--- src/inc/ait_pkg.sv ---
// Constants and types of the interlock and trigger input block
package ait_pkg;

  localparam int unsigned ADDR_W = 4;
  localparam int unsigned DATA_W = 32;

  // Register offsets
  localparam logic [3:0] REG_CTRL   = 4'h0;
  localparam logic [3:0] REG_STATUS = 4'h4;
  localparam logic [3:0] REG_IRQ_ST = 4'h8;
  localparam logic [3:0] REG_IRQ_MK = 4'hc;

  // Control register fields
  localparam int unsigned CTRL_INHIBIT_BIT  = 0;
  localparam int unsigned CTRL_REMOTE_BIT   = 1;
  localparam int unsigned CTRL_OUT_EN_BIT   = 2;
  localparam int unsigned CTRL_TRIG_EN_BIT  = 3;
  localparam int unsigned CTRL_LAUNCH_BIT   = 4;
  localparam int unsigned CTRL_ABORT_BIT    = 5;
  localparam int unsigned CTRL_FLT_CLR_BIT  = 6;
  localparam int unsigned CTRL_DONE_BIT     = 7;
  localparam logic [3:0]  CTRL_RESET        = 4'h0;

  // Status register fields
  localparam int unsigned ST_CONTACT_BIT  = 0;
  localparam int unsigned ST_OUTPUT_BIT   = 1;
  localparam int unsigned ST_FAULT_BIT    = 2;
  localparam int unsigned ST_PROG_LSB     = 3;

  // Interrupt events
  localparam int unsigned IRQ_N         = 3;
  localparam int unsigned IRQ_FAULT_BIT = 0;
  localparam int unsigned IRQ_START_BIT = 1;
  localparam int unsigned IRQ_ARMED_BIT = 2;

  localparam logic [6:0] PROGRESS_ZERO = 7'h00;
  localparam logic [6:0] PROGRESS_FULL = 7'h64;

  typedef enum logic [1:0] {
    AIT_IDLE    = 2'b00,
    AIT_ARMED   = 2'b01,
    AIT_RUNNING = 2'b11
  } ait_prog_e;

  typedef enum logic [1:0] {
    AIT_MODE_DISABLED = 2'b00,
    AIT_MODE_INHIBIT  = 2'b01,
    AIT_MODE_REMOTE   = 2'b10
  } ait_mode_e;

endpackage : ait_pkg

--- src/rtl/ait_top.sv ---
// Interlock contact and transient trigger input control
//
// Decided for this implementation: the address-and-strobe port and the register offsets.
`timescale 1ns/1ps

module ait_top (
  input  wire logic                        CLOCK_I,
  input  wire logic                        RST_I,
  input  wire logic                        INTERLOCK_I,
  input  wire logic                        TRIGGER_I,
  input  wire logic [ait_pkg::ADDR_W-1:0]  ADDR_I,
  input  wire logic [ait_pkg::DATA_W-1:0]  WDATA_I,
  input  wire logic                        WR_I,
  input  wire logic                        RD_I,
  output logic      [ait_pkg::DATA_W-1:0]  RDATA_O,
  output logic                             OUTPUT_ON_O,
  output logic                             FAULT_O,
  output logic                             PROG_START_O,
  output logic                             PROG_RUNNING_O,
  output logic      [6:0]                  PROG_PROGRESS_O,
  output logic                             IRQ_O
);

  // Synchronisers: first stage read only by the second
  logic [1:0] lock_sync_q;
  logic [1:0] trig_sync_q;
  logic       trig_prev_q;

  always_ff @(posedge CLOCK_I)
  begin
    if (RST_I)
    begin
      lock_sync_q <= 2'h0;
      trig_sync_q <= 2'h0;
      trig_prev_q <= 1'b0;
    end
    else
    begin
      lock_sync_q <= {lock_sync_q[0], INTERLOCK_I};
      trig_sync_q <= {trig_sync_q[0], TRIGGER_I};
      trig_prev_q <= trig_sync_q[1];
    end
  end

  // Edge detector rests low like an idle pin, so leaving reset makes no false start
  wire contact_closed = lock_sync_q[1];
  wire trig_rise      = trig_sync_q[1] & ~trig_prev_q;

  // Control register
  logic inhibit_q;
  logic remote_q;
  logic out_cmd_q;
  logic trig_en_q;
  logic fault_set;

  // Register select shared by the write decoders
  function automatic logic reg_hit(input logic [ait_pkg::ADDR_W-1:0] addr,
                                   input logic [3:0]                 offset);
    return addr == offset;
  endfunction : reg_hit

  wire wr_ctrl = WR_I && reg_hit(ADDR_I, ait_pkg::REG_CTRL);
  wire wr_ist  = WR_I && reg_hit(ADDR_I, ait_pkg::REG_IRQ_ST);
  wire wr_imk  = WR_I && reg_hit(ADDR_I, ait_pkg::REG_IRQ_MK);

  wire launch_req = wr_ctrl & WDATA_I[ait_pkg::CTRL_LAUNCH_BIT];
  wire abort_req  = wr_ctrl & WDATA_I[ait_pkg::CTRL_ABORT_BIT];
  wire fclr_req   = wr_ctrl & WDATA_I[ait_pkg::CTRL_FLT_CLR_BIT];
  wire done_req   = wr_ctrl & WDATA_I[ait_pkg::CTRL_DONE_BIT];

  always_ff @(posedge CLOCK_I)
  begin
    if (RST_I)
    begin
      {trig_en_q, out_cmd_q, remote_q, inhibit_q} <= ait_pkg::CTRL_RESET;
    end
    else if (wr_ctrl)
    begin
      inhibit_q <= WDATA_I[ait_pkg::CTRL_INHIBIT_BIT];
      remote_q  <= WDATA_I[ait_pkg::CTRL_REMOTE_BIT];
      out_cmd_q <= WDATA_I[ait_pkg::CTRL_OUT_EN_BIT];
      trig_en_q <= WDATA_I[ait_pkg::CTRL_TRIG_EN_BIT];
    end
    // A fault drops the command, so reclosing the contact cannot re-enable by itself
    else if (fault_set)
    begin
      out_cmd_q <= 1'b0;
    end
  end

  // Remote enable takes priority when both bits are set
  wire ait_pkg::ait_mode_e mode = remote_q  ? ait_pkg::AIT_MODE_REMOTE :
                                  inhibit_q ? ait_pkg::AIT_MODE_INHIBIT :
                                              ait_pkg::AIT_MODE_DISABLED;

  // Output enable decision
  logic output_d;
  logic output_q;
  logic fault_q;

  always_comb
  begin
    case (mode)
      ait_pkg::AIT_MODE_DISABLED: output_d = out_cmd_q;
      ait_pkg::AIT_MODE_INHIBIT:  output_d = out_cmd_q & contact_closed
                                             & ~fault_q;
      ait_pkg::AIT_MODE_REMOTE:   output_d = contact_closed;
      default:                    output_d = 1'b0;
    endcase
  end

  // Fault: contact opens while output on in inhibit behaviour
  assign fault_set = (mode == ait_pkg::AIT_MODE_INHIBIT) & output_q
                     & ~contact_closed;

  always_ff @(posedge CLOCK_I)
  begin
    if (RST_I)
    begin
      output_q <= 1'b0;
      fault_q  <= 1'b0;
    end
    else
    begin
      output_q <= output_d;
      fault_q  <= fault_set | (fault_q & ~fclr_req);
    end
  end

  // Transient program sequencer
  ait_pkg::ait_prog_e prog_q;
  ait_pkg::ait_prog_e prog_d;
  logic               start_d;

  always_comb
  begin
    prog_d  = prog_q;
    start_d = 1'b0;
    case (prog_q)
      ait_pkg::AIT_IDLE:
      begin
        if (launch_req)
          prog_d = trig_en_q ? ait_pkg::AIT_ARMED : ait_pkg::AIT_RUNNING;
        start_d = launch_req & ~trig_en_q;
      end
      ait_pkg::AIT_ARMED:
      begin
        if (abort_req)
          prog_d = ait_pkg::AIT_IDLE;
        else if (trig_rise)
        begin
          prog_d  = ait_pkg::AIT_RUNNING;
          start_d = 1'b1;
        end
      end
      ait_pkg::AIT_RUNNING:
      begin
        if (abort_req | done_req)
          prog_d = ait_pkg::AIT_IDLE;
      end
      default: prog_d = ait_pkg::AIT_IDLE;
    endcase
  end

  logic [6:0] progress_q;

  always_ff @(posedge CLOCK_I)
  begin
    if (RST_I)
    begin
      prog_q       <= ait_pkg::AIT_IDLE;
      PROG_START_O <= 1'b0;
      progress_q   <= ait_pkg::PROGRESS_ZERO;
    end
    else
    begin
      prog_q       <= prog_d;
      PROG_START_O <= start_d;
      if (prog_q == ait_pkg::AIT_RUNNING && done_req)
        progress_q <= ait_pkg::PROGRESS_FULL;
      else if (prog_d != ait_pkg::AIT_IDLE)
        progress_q <= ait_pkg::PROGRESS_ZERO;
    end
  end

  assign OUTPUT_ON_O     = output_q;
  assign FAULT_O         = fault_q;
  assign PROG_RUNNING_O  = (prog_q != ait_pkg::AIT_IDLE);
  assign PROG_PROGRESS_O = progress_q;

  // Interrupts: sticky status, write one to clear, set wins
  logic [ait_pkg::IRQ_N-1:0] ist_q;
  logic [ait_pkg::IRQ_N-1:0] imk_q;
  logic [ait_pkg::IRQ_N-1:0] ev;

  assign ev[ait_pkg::IRQ_FAULT_BIT] = fault_set & ~fault_q;
  assign ev[ait_pkg::IRQ_START_BIT] = start_d;
  assign ev[ait_pkg::IRQ_ARMED_BIT] = (prog_d == ait_pkg::AIT_ARMED)
                                      & (prog_q != ait_pkg::AIT_ARMED);

  genvar gi;
  generate
    for (gi = 0; gi < ait_pkg::IRQ_N; gi++)
    begin : g_irq
      always_ff @(posedge CLOCK_I)
      begin
        if (RST_I)
          ist_q[gi] <= 1'b0;
        else
          ist_q[gi] <= ev[gi] | (ist_q[gi] & ~(wr_ist & WDATA_I[gi]));
      end
    end
  endgenerate

  always_ff @(posedge CLOCK_I)
  begin
    if (RST_I)
      imk_q <= '0;
    else if (wr_imk)
      imk_q <= WDATA_I[ait_pkg::IRQ_N-1:0];
  end

  assign IRQ_O = |(ist_q & imk_q);

  // Read data, one cycle after the strobe
  logic [ait_pkg::DATA_W-1:0] rd_mux;

  always_comb
  begin
    rd_mux = '0;
    case (ADDR_I)
      ait_pkg::REG_CTRL:
        rd_mux[ait_pkg::CTRL_TRIG_EN_BIT:0] = {trig_en_q, out_cmd_q, remote_q, inhibit_q};
      ait_pkg::REG_STATUS:
      begin
        rd_mux[ait_pkg::ST_CONTACT_BIT] = contact_closed;
        rd_mux[ait_pkg::ST_OUTPUT_BIT]  = output_q;
        rd_mux[ait_pkg::ST_FAULT_BIT]   = fault_q;
        rd_mux[ait_pkg::ST_PROG_LSB+:2] = prog_q;
        rd_mux[ait_pkg::ST_PROG_LSB+2+:7] = progress_q;
      end
      ait_pkg::REG_IRQ_ST: rd_mux[ait_pkg::IRQ_N-1:0] = ist_q;
      ait_pkg::REG_IRQ_MK: rd_mux[ait_pkg::IRQ_N-1:0] = imk_q;
      default:             rd_mux = '0;
    endcase
  end

  always_ff @(posedge CLOCK_I)
  begin
    if (RST_I)
      RDATA_O <= '0;
    else
      RDATA_O <= RD_I ? rd_mux : '0;
  end

  // Assertions: interlock behaviour
  AST_DIS_FOLLOWS_CMD: assert property (@(posedge CLOCK_I) disable iff (RST_I)
    (mode == ait_pkg::AIT_MODE_DISABLED) |=> (output_q == $past(out_cmd_q)))
    else $error("Disabled mode output does not follow command");
  AST_DIS_IGNORES_CONTACT: assert property (@(posedge CLOCK_I) disable iff (RST_I)
    (mode == ait_pkg::AIT_MODE_DISABLED && $past(mode) == ait_pkg::AIT_MODE_DISABLED
     && $stable(out_cmd_q)) |=> $stable(output_q))
    else $error("Disabled mode output moved without a command change");
  AST_INH_NEEDS_CONTACT: assert property (@(posedge CLOCK_I) disable iff (RST_I)
    ($past(mode) == ait_pkg::AIT_MODE_INHIBIT && !$past(contact_closed)) |-> !output_q)
    else $error("Inhibit mode output on with open contact");
  AST_INH_CLOSE_ALONE: assert property (@(posedge CLOCK_I) disable iff (RST_I)
    (mode == ait_pkg::AIT_MODE_INHIBIT && !out_cmd_q) |=> !output_q)
    else $error("Inhibit mode output on without an enable command");
  AST_INH_FAULT: assert property (@(posedge CLOCK_I) disable iff (RST_I)
    (mode == ait_pkg::AIT_MODE_INHIBIT && output_q && !contact_closed) |=> fault_q)
    else $error("Fault not raised on open contact");
  AST_FAULT_STICKY: assert property (@(posedge CLOCK_I) disable iff (RST_I)
    (fault_q && !fclr_req) |=> fault_q)
    else $error("Fault dropped without a clear");
  AST_FAULT_DROPS_CMD: assert property (@(posedge CLOCK_I) disable iff (RST_I)
    (fault_set && !wr_ctrl) |=> !out_cmd_q)
    else $error("Fault left the enable command set");
  AST_REMOTE_ON: assert property (@(posedge CLOCK_I) disable iff (RST_I)
    (mode == ait_pkg::AIT_MODE_REMOTE) |=> (output_q == $past(contact_closed)))
    else $error("Remote mode output does not follow contact");

  // Assertions: program sequencer and trigger
  AST_NO_START_IDLE: assert property (@(posedge CLOCK_I) disable iff (RST_I)
    (prog_q == ait_pkg::AIT_IDLE && !launch_req) |=> !PROG_START_O)
    else $error("Start without launch");
  AST_ARM_NEEDS_TRIG_EN: assert property (@(posedge CLOCK_I) disable iff (RST_I)
    (prog_q == ait_pkg::AIT_IDLE) ##1 (prog_q == ait_pkg::AIT_ARMED) |-> $past(trig_en_q))
    else $error("Armed without trigger mode");
  AST_RUN_NO_START: assert property (@(posedge CLOCK_I) disable iff (RST_I)
    (prog_q == ait_pkg::AIT_RUNNING) |=> !PROG_START_O)
    else $error("Start pulse while already running");
  AST_IMMEDIATE_START: assert property (@(posedge CLOCK_I) disable iff (RST_I)
    (prog_q == ait_pkg::AIT_IDLE && launch_req && !trig_en_q) |=> PROG_START_O
    ##0 (prog_q == ait_pkg::AIT_RUNNING))
    else $error("Launch without trigger mode did not start at once");
  AST_EDGE_START: assert property (@(posedge CLOCK_I) disable iff (RST_I)
    (prog_q == ait_pkg::AIT_ARMED && !abort_req && trig_rise) |=> PROG_START_O
    ##0 (prog_q == ait_pkg::AIT_RUNNING))
    else $error("Armed program missed trigger edge");
  AST_ARMED_HOLDS: assert property (@(posedge CLOCK_I) disable iff (RST_I)
    (prog_q == ait_pkg::AIT_ARMED && !abort_req && !trig_rise)
    |=> (prog_q == ait_pkg::AIT_ARMED))
    else $error("Armed program left waiting without an edge");
  AST_ARMED_ZERO: assert property (@(posedge CLOCK_I) disable iff (RST_I)
    (prog_q == ait_pkg::AIT_ARMED)
    |-> (PROG_RUNNING_O && PROG_PROGRESS_O == ait_pkg::PROGRESS_ZERO))
    else $error("Armed state not running at zero");
  AST_DONE_FULL: assert property (@(posedge CLOCK_I) disable iff (RST_I)
    (prog_q == ait_pkg::AIT_RUNNING && done_req)
    |=> (!PROG_RUNNING_O && PROG_PROGRESS_O == ait_pkg::PROGRESS_FULL))
    else $error("Finished program not shown complete");
  AST_SYNC_DELAY: assert property (@(posedge CLOCK_I) disable iff (RST_I)
    $rose(TRIGGER_I) ##1 TRIGGER_I ##1 TRIGGER_I |-> trig_sync_q[1])
    else $error("Synchroniser delay wrong");
  AST_RISE_ONE: assert property (@(posedge CLOCK_I) disable iff (RST_I)
    trig_rise |=> !trig_rise)
    else $error("Edge detect longer than one cycle");
  AST_PULSE_ONE: assert property (@(posedge CLOCK_I) disable iff (RST_I)
    PROG_START_O |=> !PROG_START_O)
    else $error("Start pulse longer than one cycle");

  // Main scenarios
  COV_TRIG_START: cover property (@(posedge CLOCK_I) disable iff (RST_I)
    prog_q == ait_pkg::AIT_ARMED ##1 PROG_START_O);
  COV_FAULT: cover property (@(posedge CLOCK_I) disable iff (RST_I) $rose(fault_q));
  COV_REMOTE_ON: cover property (@(posedge CLOCK_I) disable iff (RST_I)
    mode == ait_pkg::AIT_MODE_REMOTE && $rose(output_q));
  COV_IMMEDIATE: cover property (@(posedge CLOCK_I) disable iff (RST_I)
    prog_q == ait_pkg::AIT_IDLE && launch_req && !trig_en_q);
  COV_DONE: cover property (@(posedge CLOCK_I) disable iff (RST_I)
    prog_q == ait_pkg::AIT_RUNNING && done_req);

endmodule : ait_top

--- config.mk ---
export PLATFORM = sky130hd
export DESIGN_NAME = ait_top
export DESIGN_NICKNAME = d
export VERILOG_FILES = /design/src/inc/ait_pkg.sv /design/src/rtl/ait_top.sv
export SDC_FILE = /design/constraint.sdc
export NUM_CORES = 1
export LEC_CHECK = 0
export BUFFER_PORTS_ARGS = -buffer_cell sky130_fd_sc_hd__clkbuf_2
export CORE_ASPECT_RATIO = 2
export CORE_MARGIN = 3
export CORE_UTILIZATION = 33
export CTS_BUF_LIST = sky130_fd_sc_hd__clkbuf_8 sky130_fd_sc_hd__clkbuf_16
export DETAILED_ROUTE_END_ITERATION = 16
export PLACE_DENSITY_LB_ADDON = 0.2
export RECOVER_POWER = 50
export SYNTH_ARGS = -nofsm -noshare
export SYNTH_HDL_FRONTEND = slang
export SYNTH_SLANG_ARGS = --single-unit
--- constraint.sdc ---
create_clock -name CLOCK_I -period 1.5 [get_ports CLOCK_I]
set_clock_uncertainty 0.15 [all_clocks]
set_input_delay 0.075 -clock CLOCK_I [delete_from_list [all_inputs] [get_ports CLOCK_I]]
set_output_delay 0.075 -clock CLOCK_I [all_outputs]
set_load 0.02 [all_outputs]
Yosys cells after proc, flatten, opt, wreduce, memory -nomap -nowiden --
Index checks and enable logic that the tools add are counted.
Cells by class: equal/unequal tests 9, mux-type cells 18, bitwise operators 35, reduce and logical (&&, ||, !) cells 14
Operators with widths (count):
- 1-bit AND | 19
- 7-bit 2-to-1 mux | 2
- 2-bit 2-to-1 mux | 6
- 3-bit one-hot mux with 4 select lines | 1
- 1-bit inverter | 10
- 4-bit equality test, second input constant | 2
- 2-bit nonzero test | 4
- 2-bit by 1-bit equality test with 1-bit output, second input constant | 3
- 2-bit one-hot mux with 3 select lines | 1
- 3-bit OR reduction | 2
- 1-bit 2-to-1 mux | 5
- 1-bit OR | 5
- 2-bit equality test, second input constant | 2
- 4-bit by 3-bit equality test with 1-bit output, second input constant | 1
- 1-bit logical AND | 4
- 2-bit logical NOT | 2
- 4-bit logical NOT | 1
- 1-bit one-hot mux with 2 select lines | 2
- 3-bit AND | 1
- 1-bit one-hot mux with 3 select lines | 1
- 2-bit by 1-bit inequality test with 1-bit output, second input constant | 1
- 2-bit OR reduction | 1
Word-level totals: register bits after elaboration 51, logic and storage cells 95

Depth between registers and ports, before layout --
Gate-level depths: netlist (run 1).
depth after elaboration 9, depth in mapped cells 6

Least setup slack after synthesis (run 1) --
OpenSTA, ideal clock, no wires.
path kind register -> register, start point register prog_q[0], end point register ist_q[2] (netlist name), setup time 70 ps, arrival time 1184 ps, required time 1280 ps, slack 96 ps, cell stages (with the launch flop) 4, path buffers 0, period minus slack after synthesis 1404 ps, cells stage by stage dfxtp_1 > or2_2 > or3_1 > a21oi_1
On the way: cells in the longest elaborated chain, start to end 6
RTL lines:
- start, declared | line ait_top.sv:131 | ait_pkg::ait_prog_e prog_q;
- start signal, assigned | line ait_top.sv:171 | prog_q <= ait_pkg::AIT_IDLE;
- start signal, assigned | line ait_top.sv:177 | prog_q <= prog_d;
- 2-bit 2-to-1 mux | line ait_top.sv:150 | else if (trig_rise)
- 2-bit 2-to-1 mux | line ait_top.sv:148 | if (abort_req)
- 2-bit one-hot mux with 3 select lines | line ait_top.sv:139 | case (prog_q)
- 2-bit by 1-bit equality test with 1-bit output | line ait_top.sv:198 | assign ev[ait_pkg::IRQ_ARMED_BIT] = (prog_d == ait_pkg::AIT_ARMED)
- 1-bit AND * | line ait_top.sv:199 | & (prog_q != ait_pkg::AIT_ARMED);
- 1-bit OR * | line ait_top.sv:210 | ist_q[gi] <= ev[gi] | (ist_q[gi] & ~(wr_ist & WDATA_I[gi]));
- end signal, assigned by index | line ait_top.sv:210
- end, declared | line ait_top.sv:192 | logic [ait_pkg::IRQ_N-1:0] ist_q;
Mark *: on every way between the ends. The rest lies on a longest branch, timed or not. A chain may end at the register's enable or synchronous reset.

Worst setup path after layout (run 1) --
start point register ist_q[1] (netlist name), end point output IRQ_O
On the way: cells in the longest elaborated chain, start to end 2
RTL lines:
- 3-bit AND | line ait_top.sv:223 | assign IRQ_O = |(ist_q & imk_q);
- 3-bit OR reduction | line ait_top.sv:223
- end, declared | line ait_top.sv:21 | output logic IRQ_O
Every way passes these cells.

==> results of run 1 <==
-- layer usage --
layer,GRT usage (%),up-vias,routed length [um]
li1,-,575,-
met5,0,-,0
met3,1.68,12,206
met4,7.88,0,135
met1,13.0,513,1110
met2,23.0,49,1670
-- through the flow --
step	util (%)	total power, W	instance area (um2)	setup slack, ps	std cells
2_1_floorplan	-	0.000924	1500	95.9	185
3_3_place_gp	38.6	0.000927	1530	56.1	240
3_5_place_dp	38.6	0.000929	1530	23.5	240
4_1_cts	42.3	0.00136	1680	23.4	254
5_1_grt	41.8	0.00141	1660	6.34	254
6_report	41.8	0.00135	1660	19.5	254
-- layout by cell type (no fill, tap or decap), types with 2 or more instances in the layout --
master | Yosys | final
nor2_1 | 5 | 5
nand2_1 | 13 | 13
nand3_1 | 5 | 5
clkbuf_8 | 0 | 3
o22ai_1 | 4 | 4
buf_4 | 32 | 7
dfxtp_1 | 27 | 27
clkbuf_1 | 2 | 14
clkbuf_2 | 0 | 21
nor2b_1 | 6 | 6
nor4_1 | 2 | 2
conb_1 | 1 | 28
nand4_1 | 3 | 3
mux2i_1 | 8 | 8
o21ai_0 | 4 | 4
dlygate4sd3_1 | 0 | 10
and2_1 | 5 | 5
a21oi_1 | 10 | 9
inv_1 | 5 | 5
-- flip-flops by register name (all words and copies together), names as in the netlist, 2 cells and up --
| register | count |
|---|---|
| trig_sync_q | 2 |
| lock_sync_q | 2 |
| imk_q | 3 |
| prog_q | 2 |
| ist_q | 3 |
| RDATA_O | 6 |
-- kinds of logic (layout without fill, tap and decap cells) --
| logic type | after synthesis | in the layout |
|---|---|---|
| AOI/OAI and AO/OA | 26 | 26 |
| buffers and inverters | 43 | 61 |
| DFF | 27 | 27 |
| muxes | 8 | 8 |
| other | 1 | 28 |
| and+or+nand+nor | 53 | 53 |
-- report_power, final --
| group | switching (W) | leakage, nW | total (W) | internal [W] |
|---|---|---|---|---|
| clock network | 0.000231 | 0.0255 | 0.000417 | 0.000186 |
| logic | 0.000132 | 0.466 | 0.000201 | 0.0000683 |
| registers | 0.00000595 | 0.219 | 0.000732 | 0.000726 |
| total | 0.000369 | 0.710 | 0.00135 | 0.000981 |
-- worst reg2reg max path, stage by stage (launching register included) --
cell and delay (ps):
dfxtp_1 350, or2_2 310, or3_1 390, a21oi_1 130
-- path summary, 6_finish.rpt --
kind / from / to / slack, ps
max reg2reg: prog_q[0] / ist_q[2] / 120
min reg2reg: trig_sync_q[0] / trig_sync_q[1] / 290
min: WDATA_I[4] / ist_q[2] / 10
max: ist_q[1] / IRQ_O / 20
-- area by class of cell --
type / count / area, um2 / share of cell area (%)
clock buffers: 3 / 41.3 / 2.49
clock inverters: 1 / 5.00 / 0.302
inverters: 5 / 18.8 / 1.13
multi-input cells: 115 / 678 / 40.9
flip-flops and latches: 27 / 541 / 32.6
well taps: 51 / 63.8 / 3.85
repair buffers: 52 / 310 / 18.7
-- repair_timing --
item                                    in CTS  in global routing
resized for setup                            0                  1
endpoints found under the setup margin       0                  1
hold buffers                                10                  0
hold endpoints to repair                    15                  0
setup buffers                                0                  0
==> impl_metrics.csv, run 1 <==
group,metric,value,unit
cells_and_area,area_growth,18.5,%
die,die_w,52.0,um
timing,max_freq,675,MHz
setup_path,ff2ff_path_depth,3,
setup_path,crit_arrival,1260,ps
routing,drt-initial-drc-count,18,
yosys,synth_edf_count,0,
clock_network,cts_max_level,1,
routing,wl_per_cell,12.3,um
clock_network,path_clk_slew,100,ps
clock_network,cts.root.buffer_cell,"clkbuf_8",
yosys,yosys.area_share.simple,22.2,%
yosys,synth_seq_area_share,38.6,%
setup_path,cp_num_cells,3,
timing,setup_viol_count_final,0,
die,fp.coreArea,3960,um2
global_route,track_usage,12.8,%
timing,finalCriticalPeriod,1480,ps
yosys,netlist-cell-type-count,40,
cells_and_area,diodes,0,
setup_path,end_kind,"primary output",
routing,viasPerCell,4.52,
pwr,peakVddDrop,0.569,mV
die,initial_core_util,35.3,%
status,status,"finished, final reports clean",
timing,tns,0,ps
cells_and_area,finalNetCount,246,
routing,drcViolationCount,0,
yosys,ys_warn_count,0,
hold_path,worstHoldPathType,"input port to flop",
yosys,syn_inst,158,
timing,hold_slack,14.7,ps
flow_run,drv_cap,0,
setup_path,crit_slowest_cell,"a222oi_1",
routing,drt_wl_total,3120,um
global_route,grt_antenna_before_repair,0,
timing,rsz0062_at_grt,"false",
yosys,synth_top_family_by_area,"simple AND/OR/NAND/NOR gates",
hold_path,worst_hold_path.num_cells,4,
placed_design,numPortBuffers,33,
routing,ant_nets,0,
yosys,ys_top_cells_by_count,"buf_4, dfxtp_1, nand2_1, a21oi_1, mux2i_1",
yosys,ys_seq_elements,27,
yosys,synth_compound_area_share,12.8,%
yosys,yosys_most_used_dff,"dfxtp_1",
die,die_height,98.1,um
die,rows,32,
placed_design,dpl.hpwl,2510,um
cells_and_area,drive_gt1_share,20.2,%
timing,maxSlewViolCount,0,
die,die_area,5100,um2
yosys,muxShareOfSynthArea,5.72,%
global_route,grt_overflow,0,
setup_path,cp_cell_sequence,"a222oi_1 -> inv_1 -> clkbuf_2",
clock_network,clk_path_buf_depth,2,
yosys,yosys.area.top_type,"dfxtp_1",
setup_path,cp.required,1270,ps
routing,detail_route.first_pass.iterations,4,
cells_and_area,fillers,448,
pwr,cellLeakagePower,0.710,nW
clock_network,worstSkewPairLatency,270,ps
global_route,grt_pass1_wl,5070,um
yosys,synth_most_common_cell,"buf_4",
placed_design,place.gp.congestion,0.812,
yosys,synth_fa_ha_area_share,0,%
setup_path,cp-start-kind,"flop",
yosys,yosysTopAreaCellShare,38.6,%
yosys,avgSynthCellArea,8.85,um2
die,ios,86,
timing,finalCritPeriodShare,98.7,%
yosys,ys_async_sr_fraction,0,%
pwr,powerDensity,814,nW/um2
yosys,syn-cell-area,1400,um2
global_route,grt_max_degree,19,
clock_network,cts_sinks,27,
yosys,synthXorXnorAreaFrac,0,%
setup_path,crit_type,"flop to primary output",
setup_path,cp_max_fo,3,
yosys,netlist_top_cells_area,"dfxtp_1, buf_4, mux2i_1",
timing,hold_violations,0,
setup_path,max_stage_delay,410,ps
setup_path,crit_family,"compound AO/OA/AOI/OAI gates",
routing,via_count,1149,
setup_path,worst-path-buf-inv,2,
clock_network,tritoncts,"done",
global_route,grt_pass1_vias,1147,
clock_network,cts_made_buffers,3,
Power figures use the tool's default switching activity.
==> inputs of run 2 (changes only) <==
--- a/config.mk
+++ b/config.mk
@@ -11,6 +11,7 @@
 export CORE_UTILIZATION = 33
 export CTS_BUF_LIST = sky130_fd_sc_hd__clkbuf_8 sky130_fd_sc_hd__clkbuf_16
 export DETAILED_ROUTE_END_ITERATION = 16
+export GPL_TIMING_DRIVEN = 0
 export PLACE_DENSITY_LB_ADDON = 0.2
 export RECOVER_POWER = 50
 export SYNTH_ARGS = -nofsm -noshare
==> impl_metrics.csv, run 2 (synthesized netlist as in run 1, its figures left out) <==
group,metric,value,unit
routing,viasPerCell,4.26,
setup_path,end_kind,"primary output",
timing,finalCriticalPeriod,1440,ps
placed_design,numPortBuffers,31,
cells_and_area,multiInputGateArea,676,um2
die,fp.coreArea,3960,um2
routing,drt-initial-drc-count,11,
cells_and_area,fillers,433,
pwr,pwr-share-comb,17.6,%
pwr,switching_share,27.0,%
setup_path,crit_type,"flop to primary output",
setup_path,cp-start-kind,"flop",
setup_path,cp_max_fo,3,
flow_run,drv_cap,0,
pwr,peakVddDrop,0.502,mV
setup_path,crit_arrival,1210,ps
pwr,powerDensity,756,nW/um2
cells_and_area,largest_reg_flops,6,
setup_path,worst-path-buf-inv,2,
clock_network,cts_sinks,27,
clock_network,cts_made_buffers,3,
global_route,grt_pass1_vias,1132,
timing,maxSlewHeadroom,64.2,%
timing,hold_violations,0,
clock_network,cts.root.buffer_cell,"clkbuf_8",
timing,setup_viol_count_final,0,
status,status,"finished, final reports clean",
setup_path,max_stage_delay,370,ps
timing,maxSlewViolCount,0,
setup_path,cp.required,1270,ps
cells_and_area,area_growth,32.0,%
cells_and_area,seq_area,543,um2
clock_network,path_clk_slew,100,ps
timing,hold_slack,12.7,ps
clock_network,cts_max_level,1,
clock_network,worstSkewPairLatency,270,ps
die,die_w,52.0,um
routing,via_count,1194,
hold_path,worstHoldPathType,"input port to flop",
cells_and_area,largest-register,"RDATA_O",
routing,detail_route.first_pass.iterations,6,
cells_and_area,stdcell_area,1850,um2
global_route,grt_pass1_wl,5090,um
routing,ant_nets,0,
pwr,p_int,0.00102,W
cells_and_area,finalNetCount,272,
clock_network,tritoncts,"done",
pwr,p_seq_share,52.5,%
routing,wl_per_cell,11.6,um
die,rows,32,
timing,worst_pin_slew,537,ps
timing,worst_slack,60.5,ps
setup_path,cp_cell_sequence,"a222oi_1 -> inv_1 -> buf_2",
routing,drcViolationCount,0,
die,ios,86,
placed_design,dp_slack,-110,ps
global_route,grt_overflow,0,
setup_path,crit_family,"compound AO/OA/AOI/OAI gates",
placed_design,place.gp.congestion,0.912,
pwr,clkPwrFrac,29.9,%
routing,drt_wl_total,3250,um
placed_design,dpl_cell_area,1720,um2
global_route,grt_antenna_before_repair,0,
global_route,grt_max_degree,16,
cells_and_area,top_regs,"RDATA_O x6, imk_q x3, ist_q x3",
cells_and_area,diodes,0,
cells_and_area,drive_gt1_share,30.6,%
timing,finalCritPeriodShare,96.0,%
die,die_height,98.1,um
pwr,cellLeakagePower,0.858,nW
pwr,p_sw,0.000377,W
die,die_area,5100,um2
global_route,track_usage,12.8,%
die,initial_core_util,35.3,%
clock_network,clk_path_buf_depth,2,
cells_and_area,layout_commonest_cell,"buf_4",
cells_and_area,layout_common_cells,"buf_4, conb_1, dfxtp_1",
timing,max_freq,695,MHz
setup_path,crit_slowest_cell,"a222oi_1",
timing,rsz0062_at_grt,"false",
placed_design,dpl.hpwl,2640,um
-- run 2: path summary, 6_finish.rpt --
path,startpoint,end,slack [ps],cells past startpoint
max,imk_q[1],IRQ_O,60,3
min,WDATA_I[4],ist_q[2],10,4
max reg2reg,prog_q[0],ist_q[2],110,3
min reg2reg,trig_sync_q[0],trig_sync_q[1],300,1
-- run 2: what timing repair did --
item,4_1_cts,5_1_grt
endpoints found under the hold margin,14,0
pin swaps,0,1
setup endpoints to repair,1,3
buffers inserted,0,0
resized for setup,1,3
hold buffers,9,0
-- run 2: metal layers --
layer / wire (um) / global-route usage, % / vias up
met5: 0 / 0 / -
met4: 101 / 6.67 / 0
met3: 209 / 1.53 / 8
met2: 1770 / 23.2 / 44
met1: 1170 / 13.5 / 515
li1: - / - / 627
-- run 2: stage by stage --
stage | total power (W) | TNS, ps | util, % | instances
4_1_cts | 0.00140 | 0 | 46.9 | 280
6_report | 0.00140 | 0 | 46.6 | 280
2_1_floorplan | 0.000924 | 0 | - | 185
3_3_place_gp | 0.000974 | -392 | 43.4 | 267
5_1_grt | 0.00146 | 0 | 46.6 | 280
3_5_place_dp | 0.000974 | -327 | 43.4 | 267
-- run 2: final cells by class --
class                   count  area share (%)
inverters                   5            1.02
multi-input cells         115            36.6
plain buffers              38            14.4
clock inverters             1           0.271
clock buffers               3            2.24
well taps                  51            3.46
flip-flops and latches     27            29.4
repair buffers             40            12.6
-- run 2: worst min-delay path: stages --
cell	delay, ps
clkbuf_2	110
nand2_1	60
or3_1	100
a21oi_1	50
-- run 2: power groups by stage --
stage	combinational, W	clock [W]	sequential (W)
2_1_floorplan	0.000176	0	0.000748
3_3_place_gp	0.000224	0	0.000750
3_5_place_dp	0.000224	0	0.000750
4_1_cts	0.000244	0.000424	0.000733
5_1_grt	0.000266	0.000457	0.000735
6_report	0.000246	0.000417	0.000733
